$ cat config.mk
export PLATFORM = sky130hd
export DESIGN_NAME = lbr_ctrl
export DESIGN_NICKNAME = d
export VERILOG_FILES = /design/src/design/lbr_pkg.sv /design/src/design/lbr_ctrl.sv
export VERILOG_INCLUDE_DIRS = /design/src /design/src/design
export SDC_FILE = /design/constraint.sdc
export NUM_CORES = 1
export LEC_CHECK = 0
export ABC_CLOCK_PERIOD_IN_PS = 6100
export BUFFER_PORTS_ARGS = -buffer_cell sky130_fd_sc_hd__buf_4
export CORE_MARGIN = 2
export CORE_UTILIZATION = 50
export CTS_BUF_LIST = sky130_fd_sc_hd__clkbuf_4
export DETAILED_ROUTE_END_ITERATION = 6
export PLACE_DENSITY = 0.62
export SYNTH_ARGS = -nofsm -noshare
export SYNTH_HDL_FRONTEND = slang
export SYNTH_SLANG_ARGS = --single-unit
$ cat constraint.sdc
create_clock -name clock_in -period 6.1 [get_ports clock_in]
set_clock_uncertainty 0.05 [all_clocks]
set_input_delay 0.915 -clock clock_in [delete_from_list [all_inputs] [get_ports clock_in]]
set_output_delay 0.915 -clock clock_in [all_outputs]
set_load 0.02 [all_outputs]
$ cat src/design/lbr_map.svh
// Register offsets, field positions, reset values and timing figures
`ifndef LBR_MAP_SVH
`define LBR_MAP_SVH

// ----------------------------------------
// Register offsets
// ----------------------------------------
`define LBR_OFS_CTRL 8'h00
`define LBR_OFS_PRIMARY 8'h01
`define LBR_OFS_SECONDARY 8'h02
`define LBR_OFS_PIN_FUNC 8'h03

// ----------------------------------------
// General control fields
// ----------------------------------------
`define LBR_CTRL_UNISON 0
`define LBR_CTRL_PRIMARY_ON 1
`define LBR_CTRL_SECONDARY_ON 2
`define LBR_CTRL_RATE_LO 3
`define LBR_CTRL_RATE_HI 4
`define LBR_CTRL_PANEL 5
`define LBR_CTRL_FILL 2'h3

// ----------------------------------------
// Pin function fields
// ----------------------------------------
`define LBR_PF_ENABLE 0
`define LBR_PF_MODE 1
`define LBR_PF_DATA 2

// ----------------------------------------
// Reset values
// ----------------------------------------
`define LBR_CTRL_RESET 6'h00
`define LBR_LEVEL_RESET 8'h00
`define LBR_PF_RESET 3'h0

// ----------------------------------------
// Timing
// ----------------------------------------
`define LBR_CLK_MHZ 125
`define LBR_STEP0_US 51
`define LBR_STEP1_MS 13
`define LBR_STEP2_MS 26
`define LBR_STEP3_MS 52

`endif

$ cat src/design/lbr_pkg.sv
// Types shared by the brightness ramp controller
`default_nettype none
package lbr_pkg;
  typedef logic [4:0] lbr_code_t;
  typedef enum logic [3:0] {
    LBR_IDLE = 4'h0,
    LBR_ADDR = 4'h1,
    LBR_ACK_A = 4'h3,
    LBR_REG = 4'h2,
    LBR_ACK_R = 4'h6,
    LBR_WDATA = 4'h7,
    LBR_ACK_W = 4'h5,
    LBR_RDATA = 4'h4,
    LBR_RACK = 4'hC
  } lbr_bus_state_t;
endpackage
`default_nettype wire

$ cat src/design/lbr_ctrl.sv
// LED brightness ramp, sink gating, shared pin and serial register access
// Overview of operation
// Rate bits pick dwell per code: 51us, 13ms, 26ms or 52ms.
// Selected rate applies to both sinks whenever their level codes change.
// Active code moves one code per step toward its target.
// First step of a transition happens at once, without a dwell.
// Setting a sink enable ramps it up from off to the stored code.
// Clearing an enable mid-ramp stops rising and fades the sink to off.
// A code written mid-ramp waits until the earlier target is reached.
// Rate change mid-ramp continues from present code with the new dwell.
// Pin function enable clear makes the shared pin an active-low reset.
// Enabled input mode returns the sampled pin level in bit 2.
// Output mode drives pin low for data 0, releases it for data 1.
// Control bit 1 clear fades the primary sink to off and keeps it off, set turns it on.
// Without unison or panel mode, control bit 2 clear fades the secondary sink to off and keeps it off, set turns it on.
// Only the five low bits of each level register set the code.
// Rate select comes from control bits 3 and 4.
// Unison makes both sinks follow the primary level code; panel mode fades the secondary sink to off and keeps it off.
// Dwell comes from a reloaded counter; code holds while it runs.
`timescale 1ns/1ps
`include "lbr_map.svh"
`default_nettype none

module lbr_ctrl #(
  parameter logic [6:0] DEV_ADDR = 7'h36, // Arbitrary bus address
  parameter int unsigned STEP0_CYC = `LBR_STEP0_US * `LBR_CLK_MHZ,
  parameter int unsigned STEP1_CYC = `LBR_STEP1_MS * 1000 * `LBR_CLK_MHZ,
  parameter int unsigned STEP2_CYC = `LBR_STEP2_MS * 1000 * `LBR_CLK_MHZ,
  parameter int unsigned STEP3_CYC = `LBR_STEP3_MS * 1000 * `LBR_CLK_MHZ,
  parameter int unsigned CNT_W = 23
) (
  // Clock, reset, enable
  input wire logic clock_in,
  input wire logic reset_n_in,
  input wire logic ce_in,
  // Two-wire serial bus
  input wire logic scl_in,
  input wire logic sda_in,
  output logic sda_out,
  output logic sda_oe_n_out,
  // Shared reset / general pin
  input wire logic gpio_in,
  output logic gpio_out,
  output logic gpio_oe_n_out,
  // Current sinks
  output lbr_pkg::lbr_code_t primary_level_out,
  output lbr_pkg::lbr_code_t secondary_level_out,
  output logic primary_sink_en_out,
  output logic secondary_sink_en_out,
  output logic panel_supply_select_out
);
  import lbr_pkg::*;

  // ----------------------------------------
  // Input synchronisers
  // ----------------------------------------
  logic [1:0] scl_sync, sda_sync, gpio_sync;
  logic scl_d, sda_d;
  logic scl_s, sda_s, gpio_s;
  assign scl_s = scl_sync[1];
  assign sda_s = sda_sync[1];
  assign gpio_s = gpio_sync[1];

  always_ff @(posedge clock_in or negedge reset_n_in) begin
    if (!reset_n_in) begin
      scl_sync <= 2'h3;
      sda_sync <= 2'h3;
      gpio_sync <= 2'h3;
      scl_d <= 1'b1;
      sda_d <= 1'b1;
    end else if (ce_in) begin
      scl_sync <= {scl_sync[0], scl_in};
      sda_sync <= {sda_sync[0], sda_in};
      gpio_sync <= {gpio_sync[0], gpio_in};
      scl_d <= scl_s;
      sda_d <= sda_s;
    end
  end

  logic scl_rise, scl_fall, bus_start, bus_stop;
  assign scl_rise = scl_s & ~scl_d;
  assign scl_fall = ~scl_s & scl_d;
  assign bus_start = scl_s & scl_d & sda_d & ~sda_s;
  assign bus_stop = scl_s & scl_d & ~sda_d & sda_s;

  // ----------------------------------------
  // Register file
  // ----------------------------------------
  logic [5:0] ctrl;
  logic [7:0] lvl_p, lvl_s;
  logic [2:0] pf;
  logic pin_rst, wr_stb;
  logic [7:0] ptr, shreg, rd_data;
  lbr_bus_state_t state;
  logic [3:0] bitcnt;

  // Pin clears control, levels, codes and bus state, but keeps pin function, while in reset function
  assign pin_rst = ~pf[`LBR_PF_ENABLE] & ~gpio_s;

  function automatic logic [7:0] rd_reg(input logic [7:0] a);
    case (a)
      `LBR_OFS_CTRL: rd_reg = {`LBR_CTRL_FILL, ctrl};
      `LBR_OFS_PRIMARY: rd_reg = lvl_p;
      `LBR_OFS_SECONDARY: rd_reg = lvl_s;
      `LBR_OFS_PIN_FUNC: rd_reg = {5'h00,
        (pf[`LBR_PF_ENABLE] & ~pf[`LBR_PF_MODE]) ? gpio_s : pf[`LBR_PF_DATA],
        pf[1:0]};
      default: rd_reg = 8'h00;
    endcase
  endfunction
  // Function reads register state, so a process keeps it sensitive to it
  always_comb begin
    rd_data = rd_reg(ptr);
  end

  assign wr_stb = ce_in & ~pin_rst & ~bus_stop & ~bus_start & scl_fall
    & (state == LBR_WDATA) & (bitcnt == 4'h8);

  always_ff @(posedge clock_in or negedge reset_n_in) begin
    if (!reset_n_in) begin
      ctrl <= `LBR_CTRL_RESET;
      lvl_p <= `LBR_LEVEL_RESET;
      lvl_s <= `LBR_LEVEL_RESET;
      pf <= `LBR_PF_RESET;
    end else if (ce_in) begin
      if (pin_rst) begin
        ctrl <= `LBR_CTRL_RESET;
        lvl_p <= `LBR_LEVEL_RESET;
        lvl_s <= `LBR_LEVEL_RESET;
      end else if (wr_stb) begin
        case (ptr)
          `LBR_OFS_CTRL: ctrl <= shreg[5:0];
          `LBR_OFS_PRIMARY: lvl_p <= shreg;
          `LBR_OFS_SECONDARY: lvl_s <= shreg;
          `LBR_OFS_PIN_FUNC: pf <= shreg[2:0];
          default: ;
        endcase
      end
    end
  end

  // ----------------------------------------
  // Serial bus slave
  // ----------------------------------------
  logic rw, sda_drv;
  always_ff @(posedge clock_in or negedge reset_n_in) begin
    if (!reset_n_in) begin
      state <= LBR_IDLE;
      bitcnt <= 4'h0;
      shreg <= 8'h00;
      ptr <= 8'h00;
      rw <= 1'b0;
      sda_drv <= 1'b0;
    end else if (ce_in) begin
      if (pin_rst || bus_stop) begin
        state <= LBR_IDLE;
        sda_drv <= 1'b0;
      end else if (bus_start) begin
        state <= LBR_ADDR;
        bitcnt <= 4'h0;
        sda_drv <= 1'b0;
      end else if (scl_rise) begin
        case (state)
          LBR_ADDR, LBR_REG, LBR_WDATA: begin
            shreg <= {shreg[6:0], sda_s};
            bitcnt <= bitcnt + 4'h1;
          end
          LBR_RACK: if (sda_s) state <= LBR_IDLE;
          default: ;
        endcase
      end else if (scl_fall) begin
        case (state)
          LBR_ADDR: if (bitcnt == 4'h8) begin
            bitcnt <= 4'h0;
            if (shreg[7:1] == DEV_ADDR) begin
              state <= LBR_ACK_A;
              rw <= shreg[0];
              sda_drv <= 1'b1;
            end else begin
              state <= LBR_IDLE;
            end
          end
          LBR_REG: if (bitcnt == 4'h8) begin
            ptr <= shreg;
            state <= LBR_ACK_R;
            sda_drv <= 1'b1;
            bitcnt <= 4'h0;
          end
          LBR_WDATA: if (bitcnt == 4'h8) begin
            ptr <= ptr + 8'h01;
            state <= LBR_ACK_W;
            sda_drv <= 1'b1;
            bitcnt <= 4'h0;
          end
          LBR_ACK_A, LBR_RACK: begin
            if (rw) begin
              shreg <= rd_data;
              ptr <= ptr + 8'h01;
              sda_drv <= ~rd_data[7];
              state <= LBR_RDATA;
              bitcnt <= 4'h0;
            end else begin
              state <= LBR_REG;
              sda_drv <= 1'b0;
            end
          end
          LBR_ACK_R, LBR_ACK_W: begin
            state <= LBR_WDATA;
            sda_drv <= 1'b0;
          end
          LBR_RDATA: begin
            if (bitcnt == 4'h7) begin
              state <= LBR_RACK;
              sda_drv <= 1'b0;
            end else begin
              bitcnt <= bitcnt + 4'h1;
              shreg <= {shreg[6:0], 1'b0};
              sda_drv <= ~shreg[6];
            end
          end
          default: state <= LBR_IDLE;
        endcase
      end
    end
  end

  assign sda_out = 1'b0;
  assign sda_oe_n_out = ~sda_drv;
  assign gpio_out = 1'b0;
  // Open drain: only ever pulls low
  assign gpio_oe_n_out = ~(pf[`LBR_PF_ENABLE] & pf[`LBR_PF_MODE] & ~pf[`LBR_PF_DATA]);
  assign panel_supply_select_out = ctrl[`LBR_CTRL_PANEL];

  // ----------------------------------------
  // Ramp engines
  // ----------------------------------------
  function automatic logic [CNT_W-1:0] step_cycles(input logic [1:0] sel);
    case (sel)
      2'h0: step_cycles = CNT_W'(STEP0_CYC);
      2'h1: step_cycles = CNT_W'(STEP1_CYC);
      2'h2: step_cycles = CNT_W'(STEP2_CYC);
      default: step_cycles = CNT_W'(STEP3_CYC);
    endcase
  endfunction

  logic [CNT_W-1:0] dwell;
  logic [1:0] on_eff;
  lbr_code_t goal [2];
  lbr_code_t act [2];
  lbr_code_t tgt [2];
  logic [CNT_W-1:0] cnt [2];
  logic [1:0] sink_en;

  // Rate bits read as {lo, hi} to match the dwell table
  assign dwell = step_cycles({ctrl[`LBR_CTRL_RATE_LO], ctrl[`LBR_CTRL_RATE_HI]});
  assign on_eff[0] = ctrl[`LBR_CTRL_PRIMARY_ON];
  // Panel supply mode turns the secondary pin into feedback
  assign on_eff[1] = ~ctrl[`LBR_CTRL_PANEL] & (ctrl[`LBR_CTRL_UNISON] ?
    ctrl[`LBR_CTRL_PRIMARY_ON] : ctrl[`LBR_CTRL_SECONDARY_ON]);
  assign goal[0] = on_eff[0] ? lvl_p[4:0] : 5'h00;
  assign goal[1] = on_eff[1] ?
    (ctrl[`LBR_CTRL_UNISON] ? lvl_p[4:0] : lvl_s[4:0]) : 5'h00;

  genvar gi;
  generate
    for (gi = 0; gi < 2; gi++) begin : g_sink
      always_ff @(posedge clock_in or negedge reset_n_in) begin
        if (!reset_n_in) begin
          tgt[gi] <= 5'h00;
        end else if (ce_in) begin
          if (pin_rst || !on_eff[gi]) begin
            tgt[gi] <= 5'h00;
          end else if (act[gi] == tgt[gi]) begin
            tgt[gi] <= goal[gi];
          end
        end
      end

      always_ff @(posedge clock_in or negedge reset_n_in) begin
        if (!reset_n_in) begin
          act[gi] <= 5'h00;
          cnt[gi] <= '0;
        end else if (ce_in) begin
          if (pin_rst) begin
            act[gi] <= 5'h00;
            cnt[gi] <= '0;
          end else if (act[gi] == tgt[gi]) begin
            cnt[gi] <= '0;
          end else if (cnt[gi] != '0) begin
            cnt[gi] <= cnt[gi] - CNT_W'(1);
          end else begin
            act[gi] <= (act[gi] < tgt[gi]) ? act[gi] + 5'h01 : act[gi] - 5'h01;
            cnt[gi] <= dwell - CNT_W'(1);
          end
        end
      end

      // Sink stays live until a fade has reached zero
      always_ff @(posedge clock_in or negedge reset_n_in) begin
        if (!reset_n_in) begin
          sink_en[gi] <= 1'b0;
        end else if (ce_in) begin
          sink_en[gi] <= on_eff[gi] | (act[gi] != 5'h00);
        end
      end

    end
  endgenerate

  assign primary_level_out = act[0];
  assign secondary_level_out = act[1];
  assign primary_sink_en_out = sink_en[0];
  assign secondary_sink_en_out = sink_en[1];
endmodule

`default_nettype wire

Word-level counts from Yosys, hierarchy flattened
Cells that the tools add are included.
{"block": "word_totals", "regBits": 127, "latch_bits": 0, "mem_bits_rw": 0, "rom_bits": 0, "inputBits": 6, "word_cells": 232, "mem_count": 0}
{"block": "classes", "n_addsub": 9, "mul": 0, "n_div": 0, "n_lt_le_gt_ge": 2, "n_eq_ne": 43, "n_shift": 0, "mux": 75, "n_bitwise": 38, "reduce_logical": 42}
{"op": "$mux 23", "n": 6}
{"op": "$mux 8", "n": 14}
{"op": "$mux 5", "n": 15}
{"op": "$pmux 23 s3", "n": 1}
{"op": "$sub 23x1->23 const B", "n": 3}
{"op": "$mux 4", "n": 17}
{"op": "$reduce_bool 23->1", "n": 2}
{"op": "$pmux 8 s4", "n": 1}
{"op": "$reduce_and 8->1", "n": 4}
{"op": "$pmux 4 s6", "n": 1}
{"op": "$pmux 8 s3", "n": 1}
{"op": "$eq 4x3->1 const B", "n": 5}
{"op": "$and 1x1->1", "n": 18}
{"op": "$mux 6", "n": 3}
{"op": "$not 1->1", "n": 18}
{"op": "$eq 8x2->1 const B", "n": 2}
{"op": "$ne 4x4->1 const B", "n": 4}
{"op": "$pmux 8 s2", "n": 1}
{"op": "$ne 5x5->1 const B", "n": 3}
{"op": "$reduce_and 3->1", "n": 5}
{"op": "$ne 2x2->1 const B", "n": 7}
{"op": "$reduce_bool 2->1", "n": 7}
{"op": "$ne 4x1->1 const B", "n": 3}
{"op": "$pmux 4 s3", "n": 1}
{"op": "other kinds (39)", "n": 67}

Logic depth before layout (Yosys ltp)
{"block": "logic_depth", "depth_word": 11, "mapped_depth": 11}

Worst setup path after synthesis
No wires, ideal clock.
{"block": "synth_timing", "path_kind": "flip-flop to flip-flop", "from": "reg act (netlist bit secondary_level_out[1])", "to": "reg act (netlist bit secondary_level_out[4])", "arrival_ns": 2.692, "required_ns": 5.971, "path_slack_ns": 3.279, "path_stages_with_launch": 11, "path_buffers": 0, "synth_period_minus_slack_ns": 2.821, "cell_sequence": "dfrtp_1 ha_1 nor2b_1 o21a_1 or2_2 fa_1 a21o_1 a21oi_1 o21ai_0 a211o_1 mux2i_1"}
{"block": "synth_via", "elab_chain_len": 5, "word_cells_on_any_way": 10}
{"item": "start: declaration", "line_no": "lbr_ctrl.sv:249", "text": "lbr_code_t act [2];"}
{"item": "start signal: indexed assignment", "line_no": "lbr_ctrl.sv:292", "text": "act[gi] <= (act[gi] < tgt[gi]) ? act[gi] + 5'h01 : act[gi] - 5'h01;"}
{"item": "$sub 5x1->5, or another cell as far along", "line_no": "lbr_ctrl.sv:292"}
{"item": "$mux 5", "line_no": "lbr_ctrl.sv:292"}
{"item": "$mux 5", "line_no": "lbr_ctrl.sv:289", "text": "end else if (cnt[gi] != '0) begin"}
{"item": "$mux 5", "line_no": "lbr_ctrl.sv:287", "text": "end else if (act[gi] == tgt[gi]) begin"}
{"item": "$mux 5", "line_no": "lbr_ctrl.sv:284", "text": "if (pin_rst) begin"}
Several ways; a longest one is shown, not always the timed one. The select of a mux whose other input is x is not followed.
A chain may end at the register's enable or synchronous reset.

Worst setup path in the final report
{"block": "layout_timing", "from": "reg cnt[27] (netlist bit)", "to": "reg cnt[44] (netlist bit)"}
{"block": "layout_via", "elab_chain_len": 4, "word_cells_on_any_way": 5}
{"item": "start: declaration", "line_no": "lbr_ctrl.sv:251", "text": "logic [CNT_W-1:0] cnt [2];"}
{"item": "start signal: indexed assignment", "line_no": "lbr_ctrl.sv:290", "text": "cnt[gi] <= cnt[gi] - CNT_W'(1);"}
{"item": "start signal: indexed assignment", "line_no": "lbr_ctrl.sv:293", "text": "cnt[gi] <= dwell - CNT_W'(1);"}
{"item": "$sub 23x1->23 / $reduce_bool 23->1 (equally long branches)", "line_no": "lbr_ctrl.sv:290, lbr_ctrl.sv:289"}
{"item": "$mux 23 (*)", "line_no": "lbr_ctrl.sv:289"}
{"item": "$mux 23 (*)", "line_no": "lbr_ctrl.sv:287"}
{"item": "$mux 23 (*)", "line_no": "lbr_ctrl.sv:284"}
Mark *: on every way between the ends. The rest lies on a longest branch, timed or not.

==> results.ini <==
[timing]
hold_ws_ps=272
period_needed_ps=3460
setup_tns_ps=0
setup_ws_ps=2640
setup_viol=0
hold_viol=0
slew_violations=0
period_share_pct=56.7
relSlewSlack_pct=29.9
worst_slew_pin_slew_ps=1050
rsz0062_at_grt=no
fmax_mhz=289

[global_routing]
grtUsageTotal_pct=25.8
grt_pass1_wl_um=36700
grt-ovfl-total=0
grt_max_degree=66
grt_pass1_vias=7178
grt_antenna_before_repair=1

[floorplanning]
die_h_um=132
core_mm2=0.0160
die_w_um=132
io_pins=23
dieArea_mm2=0.0175
start_util_pct=51.5
num_rows=46

[clocking]
cts_max_level=4
clock_sinks=127
path_clk_slew_ps=130
post_cts_buffers=0
cts-buffers-inserted=17
root_buffer=clkbuf_4
cts_resized=0
clock_latency_ps=560
max-clock-path-buffers=2
cts_hold_buf=0
cts_tree=built

[drt]
ant_nets=0
routedWlPerCell_um=19.5
first_pass_iters=5
routed_wl_um=21900
drc=0
viasPerCell=6.41
drtIter0Drc=582
via_count=7180

[yosys]
ys_seq_elements=127
yosysSeqAreaShare_pct=38.7
synthesis.area_mm2=0.00825
synthArstFlopShare_pct=100
postSynthCellCount=894
ys.flop_type=dfrtp_1
ys_types=83
avgSynthCellArea_um2=9.23
yosys_warnings=0
synth_edf_count=0

[final_layout]
final_cells=1120
final_nets=940
drive_gt1_share_pct=12.7
area_growth_pct=6.49
multi_input_area_mm2=0.00468
fillers=1471
post-route-util_pct=54.9
final_cell_mix=dfrtp_1, nand2_1, o21ai_0, inv_1, nor2_1
final_common_cell=dfrtp_1
register_area_mm2=0.00319

[pwr]
irDropWorstVdd_mv=0.297
p_leak_uw=0.00375
power_density_mw_per_mm2=341

[critical_path]
critPathLaunchType=register
worst-setup-path-type=reg -> reg
cp.required_ps=6520
arrival_ps=3880
endpoint_kind=register
worstPathMaxFanout=14
reg2reg_depth=5

[min_path]
holdCritPathClass=in -> async

[place]
post-place-ws_ps=2290
port_buffers=20
dpl.cell_count=1087
gp_congestion=0.926
hpwl_um=15200

[run]
cap_violations=0

[run_status]
status=completed

==> critical path, cell delays in order (launching register included) <==
cell	delay (ps)
dfrtp_1	460
nor4_1	800
nand4_1	690
o21ai_0	830
nand2_1	240
a32o_1	300
==> final timing paths <==
path	from	endpoint	slack, ps
max reg2reg	cnt[27]$_DFFE_PN0P_	cnt[44]$_DFFE_PN0P_	2640
max in group asynchronous	reset_n_in	lvl_s[2]$_DFFE_PN0P_	4480
min reg2reg	tgt[2]$_DFFE_PN0P_	tgt[2]$_DFFE_PN0P_	440
min in group clock_in	tgt[2]$_DFFE_PN0P_	tgt[2]$_DFFE_PN0P_	440
min	reset_n_in	cnt[40]$_DFFE_PN0P_	270
max	cnt[27]$_DFFE_PN0P_	cnt[44]$_DFFE_PN0P_	2640
==> cell usage after synthesis, types with 5 or more instances <==
master / instances / area (µm²)
nor2b_1: 10 / 62.6
or4_1: 8 / 60.1
ha_1: 42 / 526
or3_1: 10 / 62.6
o2bb2ai_1: 14 / 123
nand3b_1: 5 / 37.5
o31ai_1: 8 / 60.1
nand2_1: 66 / 248
o21a_1: 5 / 37.5
nand3_1: 36 / 180
a211o_1: 6 / 52.6
or2_2: 8 / 50.1
dfstp_2: 8 / 210
dfrtp_1: 119 / 2980
a31oi_1: 15 / 93.8
a41oi_1: 6 / 52.6
nor3b_1: 6 / 45.0
o21ai_1: 8 / 40.0
buf_2: 5 / 25.0
inv_1: 45 / 169
o21bai_1: 5 / 37.5
o211ai_1: 5 / 37.5
o22ai_1: 16 / 100
nor4_1: 18 / 113
nand4_1: 14 / 87.6
a21o_1: 10 / 75.1
o21ai_0: 61 / 305
a32o_1: 5 / 50.1
a22o_1: 41 / 359
and3_1: 6 / 37.5
nor3_1: 26 / 130
clkbuf_1: 38 / 143
mux2_2: 23 / 259
and2_1: 6 / 37.5
mux2i_1: 21 / 210
nor2_1: 44 / 165
a21oi_1: 40 / 200
==> power breakdown <==
part,switching (µW),internal (µW)
Clock,338,247
Combinational,902,473
Sequential,105,931
==> layer usage <==
layer	GRT usage [%]	vias to the layer above	part of all wire [%]
met4	10.5	0	3.0
met3	4.79	60	4.1
met1	34.2	3517	45
met5	0	-	0
met2	42.0	213	48
li1	-	3390	-
==> layout make-up <==
type,count,area share (%)
inverter,45,1.92
timing repair buffer,26,2.26
antenna,1,0.0285
multi-input combinational,673,53.2
tap,216,3.08
sequential,127,36.3
clock inverter,14,1.62
clock buffer,18,1.54
==> cells by family after synthesis <==
group	after synthesis	synth area share, %
muxes	44	5.69
AOI/OAI and AO/OA	284	24.1
and+or+nand+nor	293	19.3
buffers and inverters	95	4.69
xor gates and xnor gates	6	0.637
adders and majority gates	44	6.86
other	1	0.0455
DFF	127	38.7
==> through the flow <==
stage / power [µW] / cell area [µm²]
after global placement: 2360 / 8500
after global routing: 3200 / 8780
after CTS: 2980 / 8780
after detailed placement: 2390 / 8500
after floorplan: 2040 / 8250
final: 3000 / 8780
==> flip-flops by register name, summed over array words and instances (netlist names), 2 cells and up <==
name	cells
tgt	10
ptr	8
lvl_p	8
cnt	46
secondary_level_out	5
state	4
scl_sync	2
lvl_s	8
bitcnt	4
sda_sync	2
pf	3
gpio_sync	2
shreg	8
ctrl	6
primary_level_out	5
No activity file was read; power rests on OpenSTA's default activity.
